### src/logic/sg_regs.svh
// Purpose: Register offsets, field positions, reset values and timing counts of the sound block
// Assumes: AXI4-Lite byte addresses, one aligned 32-bit word per register
// Notes: Sixteen-bit registers sit in the low half of the word
`ifndef SG_REGS_SVH
`define SG_REGS_SVH

// ----------------------------------------------------------------
// Offsets
// ----------------------------------------------------------------
`define SG_OFS_CLK 8'h00
`define SG_OFS_SEL 8'h04
`define SG_OFS_CTL 8'h08
`define SG_OFS_DAT 8'h0c
`define SG_OFS_FLG 8'h10
`define SG_OFS_IEN 8'h14

// ----------------------------------------------------------------
// Field positions
// ----------------------------------------------------------------
`define SG_CLK_DEBUG_RUN 8
`define SG_SEL_DRIVE 2
`define SG_CTL_STOP 8
`define SG_CTL_EN 0
`define SG_DAT_TIE 15
`define SG_DAT_REST 14
`define SG_FLG_BUSY 8
`define SG_FLG_EMPTY 1
`define SG_FLG_DONE 0

// ----------------------------------------------------------------
// Reset values and timing
// ----------------------------------------------------------------
`define SG_DAT_RESET 16'h00ff
`define SG_EMPTY_RESET 1'b1
`define SG_CLK_HZ 100000000
`define SG_SRC_HZ 32768
`define SG_TICK_CYCLES (`SG_CLK_HZ / `SG_SRC_HZ)

`endif

### src/logic/sg_pkg.sv
// Purpose: Types shared by the sound block
// Assumes: Nothing beyond the register header
// Notes: Data word layout follows the buffer register
package sg_pkg;
  typedef struct packed {
    logic tie;
    logic rest;
    logic [5:0] len;
    logic [7:0] frq;
  } sg_note_type;

  typedef enum logic [1:0] {
    SG_MODE_CONT,
    SG_MODE_ONESHOT,
    SG_MODE_MELODY,
    SG_MODE_RSVD
  } sg_mode_type;

  typedef enum logic [1:0] {
    SG_IDLE,
    SG_PLAY,
    SG_STOPPING
  } sg_state_type;
endpackage : sg_pkg

### src/logic/sg_top.sv
// Purpose: Buzzer and melody sound generator with AXI4-Lite registers
// Assumes: Clock sources arrive as one-cycle enables synchronous to aclk
// Notes: Tone tables are approximated by simple counters
`timescale 1ns/1ps
`include "sg_regs.svh"

module sg_top (
  // Clock and reset
  input wire logic aclk,
  input wire logic aresetn,
  // Clock source ticks and debug halt
  input wire logic [3:0] src_tick,
  input wire logic debug_halt,
  // AXI4-Lite write
  input wire logic [7:0] s_axi_awaddr,
  input wire logic s_axi_awvalid,
  output logic s_axi_awready,
  input wire logic [31:0] s_axi_wdata,
  input wire logic [3:0] s_axi_wstrb,
  input wire logic s_axi_wvalid,
  output logic s_axi_wready,
  output logic [1:0] s_axi_bresp,
  output logic s_axi_bvalid,
  input wire logic s_axi_bready,
  // AXI4-Lite read
  input wire logic [7:0] s_axi_araddr,
  input wire logic s_axi_arvalid,
  output logic s_axi_arready,
  output logic [31:0] s_axi_rdata,
  output logic [1:0] s_axi_rresp,
  output logic s_axi_rvalid,
  input wire logic s_axi_rready,
  // Buzzer pins and interrupt
  output logic buzzer_output_pin,
  output logic buzzer_output_pin_n,
  output logic irq
);

  // ----------------------------------------------------------------
  // Registers
  // ----------------------------------------------------------------
  logic debug_run_r;
  logic [2:0] clock_divider_select_r;
  logic [1:0] clock_source_select_r;
  logic [3:0] tempo_duration_field_r;
  logic drive_mode_select_r;
  sg_pkg::sg_mode_type output_mode_field_r;
  logic stop_output_bit_r;
  logic block_enable_r;
  sg_pkg::sg_note_type buf_r;
  sg_pkg::sg_note_type snd_r;
  logic buf_full_r;
  logic buffer_empty_flag_r;
  logic output_complete_flag_r;
  logic buffer_empty_irq_enable_r;
  logic output_complete_irq_enable_r;
  sg_pkg::sg_state_type state_r;

  // AXI write capture
  logic aw_have_r;
  logic w_have_r;
  logic [7:0] aw_addr_r;
  logic [31:0] w_data_r;
  logic [3:0] w_strb_r;

  always_ff @(posedge aclk) begin
    if (!aresetn) begin
      aw_have_r <= 1'b0;
      aw_addr_r <= 8'h00;
    end else if (s_axi_awvalid && s_axi_awready) begin
      aw_have_r <= 1'b1;
      aw_addr_r <= s_axi_awaddr;
    end else if (s_axi_bvalid && s_axi_bready) begin
      aw_have_r <= 1'b0;
    end
  end

  always_ff @(posedge aclk) begin
    if (!aresetn) begin
      w_have_r <= 1'b0;
      w_data_r <= 32'h0000_0000;
      w_strb_r <= 4'h0;
    end else if (s_axi_wvalid && s_axi_wready) begin
      w_have_r <= 1'b1;
      w_data_r <= s_axi_wdata;
      w_strb_r <= s_axi_wstrb;
    end else if (s_axi_bvalid && s_axi_bready) begin
      w_have_r <= 1'b0;
    end
  end

  // Write commits one cycle after both halves are held
  logic wr_go;
  assign wr_go = aw_have_r && w_have_r && !s_axi_bvalid;

  always_ff @(posedge aclk) begin
    if (!aresetn) begin
      s_axi_awready <= 1'b0;
      s_axi_wready <= 1'b0;
      s_axi_bvalid <= 1'b0;
      s_axi_bresp <= 2'b00;
    end else begin
      s_axi_awready <= !aw_have_r && !(s_axi_awvalid && s_axi_awready);
      s_axi_wready <= !w_have_r && !(s_axi_wvalid && s_axi_wready);
      if (wr_go) begin
        s_axi_bvalid <= 1'b1;
        s_axi_bresp <= (aw_addr_r[7:2] > 6'h05) ? 2'b10 : 2'b00;
      end else if (s_axi_bready) begin
        s_axi_bvalid <= 1'b0;
      end
    end
  end

  logic wr_clk, wr_sel, wr_ctl, wr_dat, wr_flg, wr_ien;
  logic [15:0] wd;
  assign wd = w_data_r[15:0];
  always_comb begin
    wr_clk = 1'b0;
    wr_sel = 1'b0;
    wr_ctl = 1'b0;
    wr_dat = 1'b0;
    wr_flg = 1'b0;
    wr_ien = 1'b0;
    if (!wr_go) begin
      wr_clk = 1'b0;
    end else if (aw_addr_r == `SG_OFS_CLK) begin
      wr_clk = 1'b1;
    end else if (aw_addr_r == `SG_OFS_SEL) begin
      wr_sel = 1'b1;
    end else if (aw_addr_r == `SG_OFS_CTL) begin
      wr_ctl = 1'b1;
    end else if (aw_addr_r == `SG_OFS_DAT) begin
      wr_dat = (w_strb_r[1:0] == 2'b11);
    end else if (aw_addr_r == `SG_OFS_FLG) begin
      wr_flg = 1'b1;
    end else if (aw_addr_r == `SG_OFS_IEN) begin
      wr_ien = 1'b1;
    end
  end

  // ----------------------------------------------------------------
  // Operating clock
  // ----------------------------------------------------------------
  // Clock settings are frozen while enabled; a divider change mid-tone would glitch
  always_ff @(posedge aclk) begin
    if (!aresetn) begin
      debug_run_r <= 1'b0;
      clock_divider_select_r <= 3'h0;
      clock_source_select_r <= 2'h0;
    end else if (wr_clk && !block_enable_r) begin
      debug_run_r <= wd[`SG_CLK_DEBUG_RUN];
      clock_divider_select_r <= wd[6:4];
      clock_source_select_r <= wd[1:0];
    end
  end

  logic src_en;
  logic [6:0] div_cnt_r;
  logic [6:0] div_mask;
  logic op_tick;
  assign src_en = src_tick[clock_source_select_r] && block_enable_r
                  && (debug_run_r || !debug_halt);
  // Reserved divider codes give no clock at all
  always_comb begin
    div_mask = 7'h00;
    if (clock_source_select_r[0]) begin
      div_mask = (clock_divider_select_r == 3'h7) ? 7'h00 : 7'h7f;
    end else begin
      div_mask = 7'h7f >> (3'h5 - clock_divider_select_r);
    end
  end
  logic div_ok;
  assign div_ok = clock_source_select_r[0] ? (clock_divider_select_r == 3'h7)
                                           : (clock_divider_select_r <= 3'h5);
  assign op_tick = src_en && div_ok && ((div_cnt_r & div_mask) == div_mask);

  always_ff @(posedge aclk) begin
    if (!aresetn) begin
      div_cnt_r <= 7'h00;
    end else if (src_en) begin
      div_cnt_r <= div_cnt_r + 7'h01;
    end
  end

  // ----------------------------------------------------------------
  // Select, control and enable registers
  // ----------------------------------------------------------------
  always_ff @(posedge aclk) begin
    if (!aresetn) begin
      tempo_duration_field_r <= 4'h0;
      drive_mode_select_r <= 1'b0;
      output_mode_field_r <= sg_pkg::SG_MODE_CONT;
    end else if (wr_sel) begin
      tempo_duration_field_r <= wd[11:8];
      drive_mode_select_r <= wd[`SG_SEL_DRIVE];
      output_mode_field_r <= sg_pkg::sg_mode_type'(wd[1:0]);
    end
  end

  always_ff @(posedge aclk) begin
    if (!aresetn) begin
      block_enable_r <= 1'b0;
      buffer_empty_irq_enable_r <= 1'b0;
      output_complete_irq_enable_r <= 1'b0;
    end else begin
      if (wr_ctl) begin
        block_enable_r <= wd[`SG_CTL_EN];
      end
      if (wr_ien) begin
        buffer_empty_irq_enable_r <= wd[`SG_FLG_EMPTY];
        output_complete_irq_enable_r <= wd[`SG_FLG_DONE];
      end
    end
  end

  logic stop_req;
  assign stop_req = wr_ctl && wd[`SG_CTL_STOP];

  always_ff @(posedge aclk) begin
    if (!aresetn) begin
      buf_r <= sg_pkg::sg_note_type'(`SG_DAT_RESET);
    end else if (wr_dat) begin
      buf_r <= sg_pkg::sg_note_type'(wd);
    end
  end

  // ----------------------------------------------------------------
  // Sequencer
  // ----------------------------------------------------------------
  // Tempo counter: 512 ticks per quarter at code 0, scaled by (code+1)
  logic [15:0] time_cnt_r;
  logic [15:0] time_end;
  logic [9:0] tone_cnt_r;
  logic [9:0] tone_per;
  logic tone_r;
  logic load;
  logic done;
  logic busy;
  logic mel;
  assign mel = (output_mode_field_r == sg_pkg::SG_MODE_MELODY);
  assign busy = (state_r != sg_pkg::SG_IDLE);
  // Melody note lasts (len+1) thirty-seconds; one-shot lasts (code+1) x 512 ticks
  assign time_end = mel ? 16'((16'(snd_r.len) + 16'h0001) * 16'(tempo_duration_field_r + 5'h01)
                             * 16'h0040 - 16'h0001)
                        : 16'((16'(tempo_duration_field_r) + 16'h0001) * 16'h0200 - 16'h0001);
  assign tone_per = mel ? {snd_r.frq, 2'b11} : {2'b00, snd_r.frq[5:0], 2'b11};

  logic trig;
  assign trig = op_tick && (time_cnt_r == time_end);

  always_comb begin
    load = 1'b0;
    done = 1'b0;
    case (state_r)
      sg_pkg::SG_IDLE: begin
        load = op_tick && buf_full_r;
      end
      sg_pkg::SG_PLAY: begin
        if (output_mode_field_r == sg_pkg::SG_MODE_ONESHOT) begin
          done = trig;
        end else if (mel && trig) begin
          load = buf_full_r;
          done = !buf_full_r;
        end
      end
      sg_pkg::SG_STOPPING: begin
        done = op_tick;
      end
      default: begin
        done = 1'b0;
      end
    endcase
  end

  // Load, done and counter steps need op_tick, which is dead while disabled; a stop request or data write acts without it
  always_ff @(posedge aclk) begin
    if (!aresetn) begin
      state_r <= sg_pkg::SG_IDLE;
    end else if (done) begin
      state_r <= sg_pkg::SG_IDLE;
    end else if (stop_req && busy) begin
      state_r <= sg_pkg::SG_STOPPING;
    end else if (load) begin
      state_r <= sg_pkg::SG_PLAY;
    end
  end

  always_ff @(posedge aclk) begin
    if (!aresetn) begin
      stop_output_bit_r <= 1'b0;
    end else if (stop_req && busy) begin
      stop_output_bit_r <= 1'b1;
    end else if (done || !busy) begin
      stop_output_bit_r <= 1'b0;
    end
  end

  always_ff @(posedge aclk) begin
    if (!aresetn) begin
      buf_full_r <= 1'b0;
      snd_r <= sg_pkg::sg_note_type'(`SG_DAT_RESET);
    end else begin
      // A write landing with a load stays pending; the older word still plays
      if (wr_dat) begin
        buf_full_r <= 1'b1;
      end else if (load) begin
        buf_full_r <= 1'b0;
      end
      if (load) begin
        snd_r <= buf_r;
      end
    end
  end

  always_ff @(posedge aclk) begin
    if (!aresetn) begin
      time_cnt_r <= 16'h0000;
      tone_cnt_r <= 10'h000;
      tone_r <= 1'b0;
    end else if (load || (state_r == sg_pkg::SG_IDLE)) begin
      time_cnt_r <= 16'h0000;
      tone_cnt_r <= 10'h000;
      // Tied notes keep the tone phase so no gap appears
      if (!(load && mel && buf_r.tie && busy)) begin
        tone_r <= 1'b0;
      end
    end else if (op_tick) begin
      time_cnt_r <= trig ? 16'h0000 : time_cnt_r + 16'h0001;
      if (tone_cnt_r >= tone_per) begin
        tone_cnt_r <= 10'h000;
        tone_r <= !tone_r;
      end else begin
        tone_cnt_r <= tone_cnt_r + 10'h001;
      end
    end
  end

  // ----------------------------------------------------------------
  // Flags and pins
  // ----------------------------------------------------------------
  always_ff @(posedge aclk) begin
    if (!aresetn) begin
      buffer_empty_flag_r <= `SG_EMPTY_RESET;
    end else if (load || stop_req) begin
      buffer_empty_flag_r <= 1'b1;
    end else if (wr_dat) begin
      buffer_empty_flag_r <= 1'b0;
    end
  end

  always_ff @(posedge aclk) begin
    if (!aresetn) begin
      output_complete_flag_r <= 1'b0;
    end else if (done) begin
      output_complete_flag_r <= 1'b1;
    end else if (wr_dat || (wr_flg && wd[`SG_FLG_DONE])) begin
      output_complete_flag_r <= 1'b0;
    end
  end

  always_ff @(posedge aclk) begin
    if (!aresetn) begin
      irq <= 1'b0;
      buzzer_output_pin <= 1'b0;
      buzzer_output_pin_n <= 1'b0;
    end else begin
      irq <= (buffer_empty_flag_r && buffer_empty_irq_enable_r)
          || (output_complete_flag_r && output_complete_irq_enable_r);
      if (!busy || !block_enable_r) begin
        buzzer_output_pin <= 1'b0;
        buzzer_output_pin_n <= drive_mode_select_r;
      end else if (mel && snd_r.rest) begin
        buzzer_output_pin <= 1'b0;
        buzzer_output_pin_n <= 1'b1;
      end else begin
        buzzer_output_pin <= tone_r;
        buzzer_output_pin_n <= drive_mode_select_r ? !tone_r : 1'b0;
      end
    end
  end

  // ----------------------------------------------------------------
  // Read channel
  // ----------------------------------------------------------------
  logic [15:0] rd;
  always_comb begin
    rd = 16'h0000;
    if (s_axi_araddr == `SG_OFS_CLK) begin
      rd = {7'h00, debug_run_r, 1'b0, clock_divider_select_r, 2'b00, clock_source_select_r};
    end else if (s_axi_araddr == `SG_OFS_SEL) begin
      rd = {4'h0, tempo_duration_field_r, 5'h00, drive_mode_select_r, output_mode_field_r};
    end else if (s_axi_araddr == `SG_OFS_CTL) begin
      rd = {7'h00, stop_output_bit_r, 7'h00, block_enable_r};
    end else if (s_axi_araddr == `SG_OFS_DAT) begin
      rd = buf_r;
    end else if (s_axi_araddr == `SG_OFS_FLG) begin
      rd = {7'h00, busy, 6'h00, buffer_empty_flag_r, output_complete_flag_r};
    end else if (s_axi_araddr == `SG_OFS_IEN) begin
      rd = {14'h0000, buffer_empty_irq_enable_r, output_complete_irq_enable_r};
    end
  end

  always_ff @(posedge aclk) begin
    if (!aresetn) begin
      s_axi_arready <= 1'b0;
      s_axi_rvalid <= 1'b0;
      s_axi_rdata <= 32'h0000_0000;
      s_axi_rresp <= 2'b00;
    end else if (s_axi_rvalid) begin
      s_axi_arready <= 1'b0;
      if (s_axi_rready) begin
        s_axi_rvalid <= 1'b0;
      end
    end else if (s_axi_arvalid && s_axi_arready) begin
      s_axi_arready <= 1'b0;
      s_axi_rvalid <= 1'b1;
      s_axi_rdata <= {16'h0000, rd};
      s_axi_rresp <= (s_axi_araddr[7:2] > 6'h05) ? 2'b10 : 2'b00;
    end else begin
      s_axi_arready <= 1'b1;
    end
  end

endmodule : sg_top

### config.mk
export PLATFORM = sky130hd
export DESIGN_NAME = sg_top
export DESIGN_NICKNAME = d
export VERILOG_FILES = /design/src/logic/sg_pkg.sv /design/src/logic/sg_top.sv
export VERILOG_INCLUDE_DIRS = /design/src /design/src/logic
export SDC_FILE = /design/constraint.sdc
export NUM_CORES = 1
export LEC_CHECK = 0
export BUFFER_PORTS_ARGS = -buffer_cell sky130_fd_sc_hd__buf_2
export CELL_PAD_IN_SITES_DETAIL_PLACEMENT = 1
export CELL_PAD_IN_SITES_GLOBAL_PLACEMENT = 1
export CORE_MARGIN = 2
export CORE_UTILIZATION = 47
export DETAILED_ROUTE_END_ITERATION = 8
export PLACE_DENSITY_LB_ADDON = 0.15
export SYNTH_ARGS = -nofsm -noshare
export SYNTH_HDL_FRONTEND = slang
export SYNTH_SLANG_ARGS = --single-unit
### constraint.sdc
create_clock -name aclk -period 10 [get_ports aclk]
set_clock_uncertainty 0.15 [all_clocks]
set_input_delay 2.5 -clock aclk [delete_from_list [all_inputs] [get_ports aclk]]
set_output_delay 2.5 -clock aclk [all_outputs]
set_load 0.01 [all_outputs]
==> results of run 1 <==
[kinds of logic after synthesis]
family                     Yosys count  synth area share, %
AOI/OAI and AO/OA                  151                 14.0
DFF                                141                 36.0
adders and majority gates           49                 9.17
xor gates and xnor gates            57                 6.72
buffers and inverters               89                 5.67
muxes                               40                 5.32
and+or+nand+nor                    382                 23.1
other                                1               0.0479
[synthesized netlist by cell type, types with 3 or more instances]
cell type / instances / area (sq um)
nor2_1: 95 / 357
nand3b_1: 3 / 22.5
buf_2: 3 / 15.0
a2111oi_0: 3 / 26.3
clkbuf_1: 30 / 113
nor2b_1: 16 / 100
nor4_1: 4 / 25.0
and2_1: 9 / 56.3
mux2_2: 3 / 33.8
fa_1: 14 / 280
or2_2: 5 / 31.3
inv_1: 32 / 120
a22oi_1: 7 / 52.6
buf_4: 18 / 135
o31ai_1: 3 / 22.5
nand2b_1: 10 / 62.6
nand2_1: 127 / 477
xnor2_1: 29 / 254
dfxtp_1: 141 / 2820
buf_6: 3 / 33.8
a22o_1: 21 / 184
o21bai_1: 4 / 30.0
a211oi_1: 3 / 22.5
nand3_1: 37 / 185
or3_1: 5 / 31.3
nand4b_1: 3 / 26.3
nand4_1: 17 / 106
o21ai_1: 3 / 15.0
and3_1: 13 / 81.3
nor3_1: 24 / 120
o211a_1: 4 / 40.0
xor2_1: 26 / 228
o32ai_1: 3 / 26.3
mux2i_1: 36 / 360
o21ai_0: 19 / 95.1
a21o_1: 6 / 45.0
nor3b_1: 4 / 30.0
a21oi_1: 46 / 230
a31oi_1: 3 / 18.8
ha_1: 35 / 438
[layout make-up]
class,instances,area (sq um)
multi-input combinational,697,4630
sequential,141,2820
clock buffer,20,447
inverter,33,124
clock inverter,12,113
tap,220,275
timing repair buffer,78,408
fill,1974,7640
[registers in the layout, indices dropped and copies added, names as in the netlist, 2 cells and up]
register,flops
buf_r,16
s_axi_rdata,16
time_cnt_r,16
w_data_r,16
snd_r,15
tone_cnt_r,10
aw_addr_r,8
div_cnt_r,7
tempo_duration_field_r,4
clock_divider_select_r,3
clock_source_select_r,2
output_mode_field_r,2
state_r,2
w_strb_r,2
[power groups by stage]
stage	clock (W)	combinational, W	sequential (W)
finish	0.000603	0.0000500	0.000578
global route	0.000638	0.0000556	0.000579
global placement	0	0.0000495	0.000590
floorplan	0	0.0000344	0.000589
CTS	0.000616	0.0000506	0.000578
detailed placement	0	0.0000502	0.000590
[placed cells by master (no fill, tap or decap), types with 6 or more instances in the layout]
cell type	instances
and2_1	9
nor3_1	24
nand2b_1	10
a22oi_1	7
nand4_1	17
a21o_1	6
mux2i_1	36
buf_2	71
clkbuf_16	17
and3_1	13
xnor2_1	29
a21oi_1	46
xor2_1	26
ha_1	35
nor2b_1	16
o21ai_0	19
dfxtp_1	141
nor2_1	95
nand2_1	127
fa_1	14
nand3_1	37
buf_4	7
a22o_1	21
inv_1	32
conb_1	18
[metal layers]
layer	wire length [um]	track usage (%)
met4	195	5.26
met1	9490	30.4
met5	0	0
met2	9940	42.1
met3	661	4.15
[worst paths after layout]
check | start | endpoint | slack [ps] | cells past startpoint
worst max-delay path | tempo_duration_field_r[0] | time_cnt_r[14] | 3380 | 17
worst min-delay path | w_have_r | s_axi_wready | 300 | 1
worst max register to register | tempo_duration_field_r[0] | time_cnt_r[14] | 3380 | 17
worst min register to register | w_have_r | s_axi_wready | 300 | 1
[stage by stage]
stage               area, sq um  power (W)  setup slack [ps]
detailed placement         8260   0.000640              3320
global route               8820    0.00127              2770
floorplan                  7900   0.000624              4390
CTS                        8820    0.00124              3290
global placement           8260   0.000640              3470
finish                     8820    0.00123              3380
==> results.ini, run 1 <==
[cts]
cts_buffers=17
cts_root_buf=clkbuf_16
cts_tree=built
h-tree-depth=4
clockBufferDepth=2
clk_latency_ps=430
cts_num_sinks=141
hold_buffers=0
cts_resized=0
cts_setup_buffers=0
cts.reportedPaths.clkPinSlew_ps=60

[critical_path]
critical_path.top_delay_family=compound AO/OA/AOI/OAI gates
path_buf_inv=1
cp_slowest_cell=o21ai_1
path_cells=nand3_1, xnor2_1, nand2_1, fa_1, fa_1, inv_1, fa_1, ha_1, a21oi_2, a21oi_1, or4_4, a2111oi_4, a311oi_1, a2111oi_4, o21ai_1, o21ai_1, nor2_1
max_stage_delay_ps=850
crit_type=reg2reg
path_common_cell=fa_1
critPathArrivalTime_ps=6730
cp-end-kind=flop
cp_max_fo=15
worst_setup_path_start_kind=flop
cp.required_ps=10110

[routing]
drc=0
viasPerCell=5.42
wl_mm=20.3
wl_per_cell_um=16.9
vias=6506
first_pass_iters=4
antenna_left=0
drtIter0Drc=340

[floorplan]
core-area_sq_um=16500
start_util_pct=47.6
num_rows=47
die_h_um=133
fp.dieArea_sq_um=17700
die_x_um=133
io_pins=108

[finish]
layout.nets=1081
fin_cells=1201
insertedDiodeCount=0
fin_util_pct=53.6
drive_gt1_share_pct=13.7
area_growth_syn_to_layout_pct=12.6

[placement]
portBuffers=71
dpl.hpwl_mm=14.7
place_congestion=0.790
dp_cells=1169

[power]
combPwrFrac_pct=4.1
clockPowerShare_pct=49.0
p_int_w=0.000939
seqPwrFrac_pct=46.9
p_per_area_nw_per_um2=140
switching_share_pct=23.7
power_leakage_nw=3.83
irDropWorstVdd_uv=113
power.switching_w=0.000292

[sta]
fin_hold_ws_ps=301
fin_crit_sh_pct=66.2
tns_ps=0
min_period_ps=6620
hold_violations=0
finalSetupViolCount=0
slew_headroom_pct=29.5
slew_violations=0
rsz0062_at_grt=no
timing.fmax_ghz=0.151
worst_slew_pin_slew_ps=1050

[yosys]
synth_cells=910
syn_area_sq_um=7840
async_flop_share_pct=0
yosysSeqAreaShare_pct=36.0
synth_cell_type_count=73
synth_warnings=0
synth_edf_count=0
ys.flop_type=dfxtp_1
avgSynthCellArea_sq_um=8.61
yosys_register_bits=141

[flow_run]
drv_cap=0

[global_route]
antenna_found_initial=0
grt_pass1_vias=6719
grtUsageTotal_pct=23.8
grt_pass1_wl_mm=34.2
grt_max_degree=82
grt-ovfl-total=0

[run_status]
status=finished clean

[hold_path]
hold_class=reg2reg

No activity file was read; power rests on OpenSTA's default activity.
==> run 2: changes to the inputs <==
--- a/config.mk
+++ b/config.mk
@@ -6,11 +6,12 @@
 export SDC_FILE = /design/constraint.sdc
 export NUM_CORES = 1
 export LEC_CHECK = 0
+export ABC_AREA = 1
 export BUFFER_PORTS_ARGS = -buffer_cell sky130_fd_sc_hd__buf_2
 export CELL_PAD_IN_SITES_DETAIL_PLACEMENT = 1
 export CELL_PAD_IN_SITES_GLOBAL_PLACEMENT = 1
 export CORE_MARGIN = 2
-export CORE_UTILIZATION = 47
+export CORE_UTILIZATION = 42
 export DETAILED_ROUTE_END_ITERATION = 8
 export PLACE_DENSITY_LB_ADDON = 0.15
 export SYNTH_ARGS = -nofsm -noshare
==> constraint.sdc (replaced) <==
create_clock -name aclk -period 6.5 [get_ports aclk]
set_clock_uncertainty 0.15 [all_clocks]
set_input_delay 1.625 -clock aclk [delete_from_list [all_inputs] [get_ports aclk]]
set_output_delay 1.625 -clock aclk [all_outputs]
set_load 0.01 [all_outputs]
==> results.ini, run 2 <==
[yosys]
synth_cell_type_count=47  ; -36%
synth_area_leaders=dfxtp_1 36%, nand2_1 9.5%, inv_1 7.8%, a21oi_1 5.7%, o21ai_0 5.6%
synth_edf_count=0  ; unchanged
async_flop_share_pct=0  ; unchanged
yosys-top-cells-count=201 x nand2_1, 164 x inv_1, 141 x dfxtp_1, 92 x nor2_1, 90 x a21oi_1
synth_cells=1110  ; +22%
synth_warnings=0  ; unchanged
ys.flop_type=dfxtp_1
yosysSeqAreaShare_pct=35.7  ; -0.35 points
syn_area_sq_um=7910  ; +0.99%
yosys.area.top_type=dfxtp_1
yosys_register_bits=141  ; unchanged
synth_top_area_share_pct=35.7  ; -0.35 points
avgSynthCellArea_sq_um=7.13  ; -17%
yosysMostFrequentCell=nand2_1

[finish]
drive_gt1_share_pct=13.4  ; -0.24 points
fin_cells=1419  ; +18%
final_common_cell=nand2_1
final_cell_mix=200 x nand2_1, 164 x inv_1, 141 x dfxtp_1
insertedDiodeCount=0  ; unchanged
layout.nets=1285  ; +19%
area_growth_syn_to_layout_pct=13.7
fillerInstances=2391  ; +21%
fin_util_pct=48.4  ; -5.2 points

[cts]
hold_buffers=0  ; unchanged
clockBufferDepth=2  ; unchanged
cts_root_buf=clkbuf_16
clk_latency_ps=430  ; about the same
cts.reportedPaths.clkPinSlew_ps=60  ; about the same
h-tree-depth=4  ; unchanged
cts_tree=built
cts_setup_buffers=0  ; unchanged
cts_num_sinks=141  ; unchanged
cts_buffers=17  ; unchanged

[routing]
vias=7291  ; +12%
wl_mm=21.6  ; +6.4%
drtIter0Drc=314  ; -7.6%
antenna_left=0  ; unchanged
viasPerCell=5.14  ; -5.2%
drc=0  ; unchanged
first_pass_iters=4  ; unchanged
wl_per_cell_um=15.2  ; -9.9%

[hold_path]
hold_class=reg2reg
worstHoldStart=s_axi_rdata[7]
min_delay_path_depth=2  ; +1
min_to=s_axi_rdata[7]

[sta]
finalSetupViolCount=0  ; unchanged
worst_slew_pin_slew_ps=1140  ; +90.1 ps
rsz0062_at_grt=no
min_period_ps=5820  ; -805 ps
hold_violations=0  ; unchanged
slew_violations=0  ; unchanged
fin_crit_sh_pct=89.5  ; +23 points
timing.fmax_ghz=0.172  ; +14%
slew_headroom_pct=24.0  ; -5.5 points
layout_setup_ws_ps=684  ; -2700 ps
tns_ps=0  ; unchanged

[global_route]
grt_max_degree=64  ; -22%
met2_usage_pct=39.4  ; -2.7 points
grt_pass1_vias=7405  ; +10%
grt_busiest_layer=met2
grt-ovfl-total=0  ; unchanged
grt_use_met1_pct=29.1  ; -1.3 points
antenna_found_initial=0  ; unchanged
grtUsageTotal_pct=22.6  ; -1.1 points
use_met3_pct=3.34  ; -0.81 points
grt_pass1_wl_mm=36.4  ; +6.3%

[critical_path]
cp.required_ps=6690  ; -3420 ps
max_stage_delay_ps=510  ; -340 ps
critPathArrivalTime_ps=6010  ; -720 ps
r2r_end=tone_cnt_r[5]
cp_max_fo=31  ; +16
crit_type=reg2reg
r2r_slack_ps=680  ; -2700 ps
path_buf_inv=2  ; +1
path_common_cell=nand2_1
reg2reg_depth=27  ; +10
cp_slowest_cell=fa_1
worst_setup_path_start_kind=flop
critical_path.top_delay_family=simple AND/OR/NAND/NOR gates
r2r_start=snd_r[8]
cp-end-kind=flop

[floorplan]
fp.dieArea_sq_um=20000  ; +13%
die_h_um=141  ; +6.1%
die_x_um=141  ; +6.1%
io_pins=108  ; unchanged
start_util_pct=42.6  ; -5.0 points
core-area_sq_um=18600  ; +13%
num_rows=50  ; +6.4%

[flow_run]
drv_cap=0  ; unchanged

[placement]
dpl.hpwl_mm=16.3  ; +11%
place_ws_ps=430  ; -2890 ps
dp_cells=1387  ; +19%
place_congestion=0.823  ; +4.2%
portBuffers=71  ; unchanged

[power]
p_per_area_nw_per_um2=219  ; +57%
irDropWorstVdd_uv=182  ; +61%
power_leakage_nw=4.00  ; +4.4%
p_total_w=0.00197  ; +60%

[run_status]
status=finished clean

[run 2: how the worst max path moves through the flow]
stage               cells past startpoint                       from  slack (ps)             to
floorplan                              30  tempo_duration_field_r[0]        1610         tone_r
global placement                       27  tempo_duration_field_r[1]         570  tone_cnt_r[5]
detailed placement                     27  tempo_duration_field_r[1]         430  tone_cnt_r[5]
CTS                                    27  tempo_duration_field_r[1]         420  tone_cnt_r[5]
global route                           25                   snd_r[8]         140  tone_cnt_r[5]
finish                                 27                   snd_r[8]         680  tone_cnt_r[5]
[run 2: cells by family (layout without fill, tap and decap cells)]
family | count (synthesis) | count (layout) | share of synthesized area [%]
AO/OA/AOI/OAI | 227 | 227 | 15.9
XOR/XNOR | 8 | 8 | 0.886
adder cells (fa/ha/maj) | 49 | 49 | 9.08
buffers and inverters | 229 | 287 | 12.0
flip-flops | 141 | 141 | 35.7
other | 1 | 18 | 0.0474
AND/OR/NAND/NOR | 455 | 455 | 26.4
[run 2: per-layer routing]
metal	vias up	wire length [um]
met4	0	326
met1	3462	10200
met3	25	574
met5	-	0
li1	3716	-
met2	88	10500
[run 2: final cells by class]
type                            count  area, sq um  share of cell area (%)
Timing Repair Buffer               77          400                    4.45
Tap cell                          234          293                    3.26
Sequential cell                   141         2820                    31.4
Clock inverter                     12          135                    1.50
Multi-Input combinational cell    757         4220                    46.9
Clock buffer                       20          457                    5.08
Inverter                          178          668                    7.43
[run 2: per-stage QoR]
step	cell area (sq um)	hold slack, ps
final	8990	312
after global routing	8990	326
after CTS	8990	315
after detailed placement	8400	299
after global placement	8400	294
after floorplan	7980	276
[run 2: power breakdown]
group,total [W],leakage [nW],internal [W],switching [W]
Sequential,0.000893,1.14,0.000882,0.0000105
Clock,0.000979,0.279,0.000588,0.000391
Combinational,0.0000979,2.58,0.0000313,0.0000666
Total,0.00197,4.00,0.00150,0.000468
[run 2: tightest hold or removal path: cells and delay by family (launching register included)]
| family | cells | cell delay (ps) |
|---|---|---|
| flip-flops | 1 | 310 |
| AND/OR/NAND/NOR | 1 | 60 |
| AO/OA/AOI/OAI | 1 | 50 |
[run 2: what timing repair did]
item,4_1_cts,5_1_grt
resized for setup,0,1
endpoints found under the hold margin,0,0
setup endpoints to repair,0,1
==> run 3: changes to the inputs <==
--- a/config.mk
+++ b/config.mk
@@ -6,12 +6,11 @@
 export SDC_FILE = /design/constraint.sdc
 export NUM_CORES = 1
 export LEC_CHECK = 0
-export ABC_AREA = 1
 export BUFFER_PORTS_ARGS = -buffer_cell sky130_fd_sc_hd__buf_2
 export CELL_PAD_IN_SITES_DETAIL_PLACEMENT = 1
 export CELL_PAD_IN_SITES_GLOBAL_PLACEMENT = 1
 export CORE_MARGIN = 2
-export CORE_UTILIZATION = 42
+export CORE_UTILIZATION = 44
 export DETAILED_ROUTE_END_ITERATION = 8
 export PLACE_DENSITY_LB_ADDON = 0.15
 export SYNTH_ARGS = -nofsm -noshare
==> results.ini, run 3 (synthesis gave the netlist of run 1 again) <==
[routing]
vias=6634  ; -9.0%
first_pass_iters=4  ; unchanged
drc=0  ; unchanged
drtIter0Drc=266  ; -15%
viasPerCell=5.47  ; +6.5%
wl_per_cell_um=17.1  ; +12%
wl_mm=20.7  ; -4.2%
antenna_left=0  ; unchanged

[cts]
cts.reportedPaths.clkPinSlew_ps=70  ; about the same
cts_root_buf=clkbuf_16
h-tree-depth=4  ; unchanged
cts_num_sinks=141  ; unchanged
cts_setup_buffers=0  ; unchanged
cts_tree=built
clockBufferDepth=2  ; unchanged
cts_resized=0  ; unchanged
hold_buffers=0  ; unchanged
cts_buffers=17  ; unchanged
clk_latency_ps=430  ; about the same

[sta]
fin_crit_sh_pct=93.4  ; +3.9 points
timing.fmax_ghz=0.165  ; -4.2%
hold_violations=0  ; unchanged
layout_setup_ws_ps=431  ; -254 ps
rsz0062_at_grt=no
worst_slew_pin_slew_ps=903  ; -238 ps
tns_ps=0  ; unchanged
min_period_ps=6070  ; +254 ps
slew_violations=0  ; unchanged
slew_headroom_pct=39.5  ; +16 points
finalSetupViolCount=0  ; unchanged

[floorplan]
fp.dieArea_sq_um=18900  ; -5.3%
core-area_sq_um=17400  ; -6.6%
io_pins=108  ; unchanged
die_h_um=137  ; -2.7%
start_util_pct=45.1  ; +2.6 points
num_rows=48  ; -4.0%
die_x_um=137  ; -2.7%

[run_status]
status=finished clean

[placement]
portBuffers=71  ; unchanged
place_ws_ps=528  ; +98.4 ps
place_congestion=0.795  ; -3.4%
dpl.hpwl_mm=15.1  ; -7.2%

[critical_path]
max_stage_delay_ps=540  ; +30 ps
critPathArrivalTime_ps=6270  ; +260 ps
cp_num_cells=18  ; -33%
cp.required_ps=6700  ; about the same
cp-end-kind=flop
reg2reg_depth=18  ; -33%
path_cells=ha_1, xor2_1, nand2_1, fa_1, fa_1, inv_1, fa_1, ha_1, nor2b_4, o31ai_2, xor2_1, nand4_1, xnor2_1, mux2_2, o2111a_2, a21boi_2, buf_4, mux2i_1
path_buf_inv=2  ; unchanged
cp_slowest_cell=fa_1
critical_path.top_delay_family=adder cells
worst_setup_path_start_kind=flop
cp_max_fo=16  ; -48%
path_common_cell=fa_1
crit_type=reg2reg

[finish]
drive_gt1_share_pct=14.4  ; +0.97 points
final_common_cell=dfxtp_1
insertedDiodeCount=0  ; unchanged
area_growth_syn_to_layout_pct=13.8
fillerInstances=2101  ; -12%
layout.nets=1087  ; -15%
final_cell_mix=141 x dfxtp_1, 127 x nand2_1, 95 x nor2_1

[power]
irDropWorstVdd_uv=202  ; +11%
p_per_area_nw_per_um2=219  ; about the same
power_leakage_nw=3.90  ; -2.6%

[global_route]
grt_pass1_vias=6607  ; -11%
grt_pass1_wl_mm=34.3  ; -5.8%
met2_usage_pct=39.7  ; +0.35 points
grtUsageTotal_pct=23.1  ; +0.44 points
grt_busiest_layer=met2
grt_use_met1_pct=29.5  ; +0.48 points
use_met3_pct=4.71  ; +1.4 points
antenna_found_initial=0  ; unchanged
grt-ovfl-total=0  ; unchanged
grt_max_degree=47  ; -27%

[hold_path]
min_delay_path_depth=2  ; unchanged
hold_class=reg2reg

[flow_run]
drv_cap=0  ; unchanged

run 3: cell types whose count changed in the layout (fill, tap and decap cells not counted), moves of 27 or more:
cell     change
xnor2_1     +27
inv_1      -132
nand3_1     -47
nand2_1     -73
mux2i_1     +36
o21ai_0     -70
a21oi_1     -44
run 3: metrics by stage:
step	hold slack (ps)	instances	area, sq um	utilization [%]	power [W]
2_1_floorplan	265	927	7900	-	0.000959
3_3_place_gp	290	1180	8310	47.9	0.000984
3_5_place_dp	294	1180	8310	47.9	0.000985
4_1_cts	305	1212	8920	51.4	0.00197
5_1_grt	318	1212	8920	51.4	0.00202
6_report	302	1212	8920	51.4	0.00195
run 3: worst register-to-register path, cell delays in order, from the launching register on:
cell,delay (ps)
dfxtp_1,440
ha_1,330
xor2_1,350
nand2_1,120
fa_1,470
fa_1,540
inv_1,50
fa_1,470
ha_1,380
nor2b_4,160
o31ai_2,370
xor2_1,370
nand4_1,190
xnor2_1,210
mux2_2,370
o2111a_2,310
a21boi_2,140
buf_4,300
mux2i_1,280
run 3: final cells by class:
type / count / area (sq um) / area share [%]
Inverter: 33 / 124 / 1.39
Multi-Input combinational cell: 697 / 4630 / 51.9
Clock buffer: 17 / 425 / 4.77
Clock inverter: 15 / 181 / 2.03
Timing Repair Buffer: 84 / 453 / 5.08
Tap cell: 225 / 282 / 3.16
Sequential cell: 141 / 2820 / 31.6
run 3: per-layer routing:
metal	wire length, um	up-vias
met5	0	-
met4	227	0
met3	757	19
met2	10100	111
met1	9630	3232
li1	-	3272
run 3: where the power goes:
part / internal, W / switching (W) / leakage (nW) / total [W]
clock: 0.000523 / 0.000465 / 0.296 / 0.000988
sequential: 0.000877 / 0.0000116 / 1.14 / 0.000888
combinational: 0.0000290 / 0.0000479 / 2.46 / 0.0000769
run 3: worst paths after layout:
| kind | from | end | slack [ps] |
|---|---|---|---|
| setup / recovery | tempo_duration_field_r[1] | snd_r[1] | 430 |
| hold / removal | aw_addr_r[6] | aw_addr_r[6] | 300 |
| setup reg to reg | tempo_duration_field_r[1] | snd_r[1] | 430 |
| hold reg to reg | aw_addr_r[6] | aw_addr_r[6] | 300 |
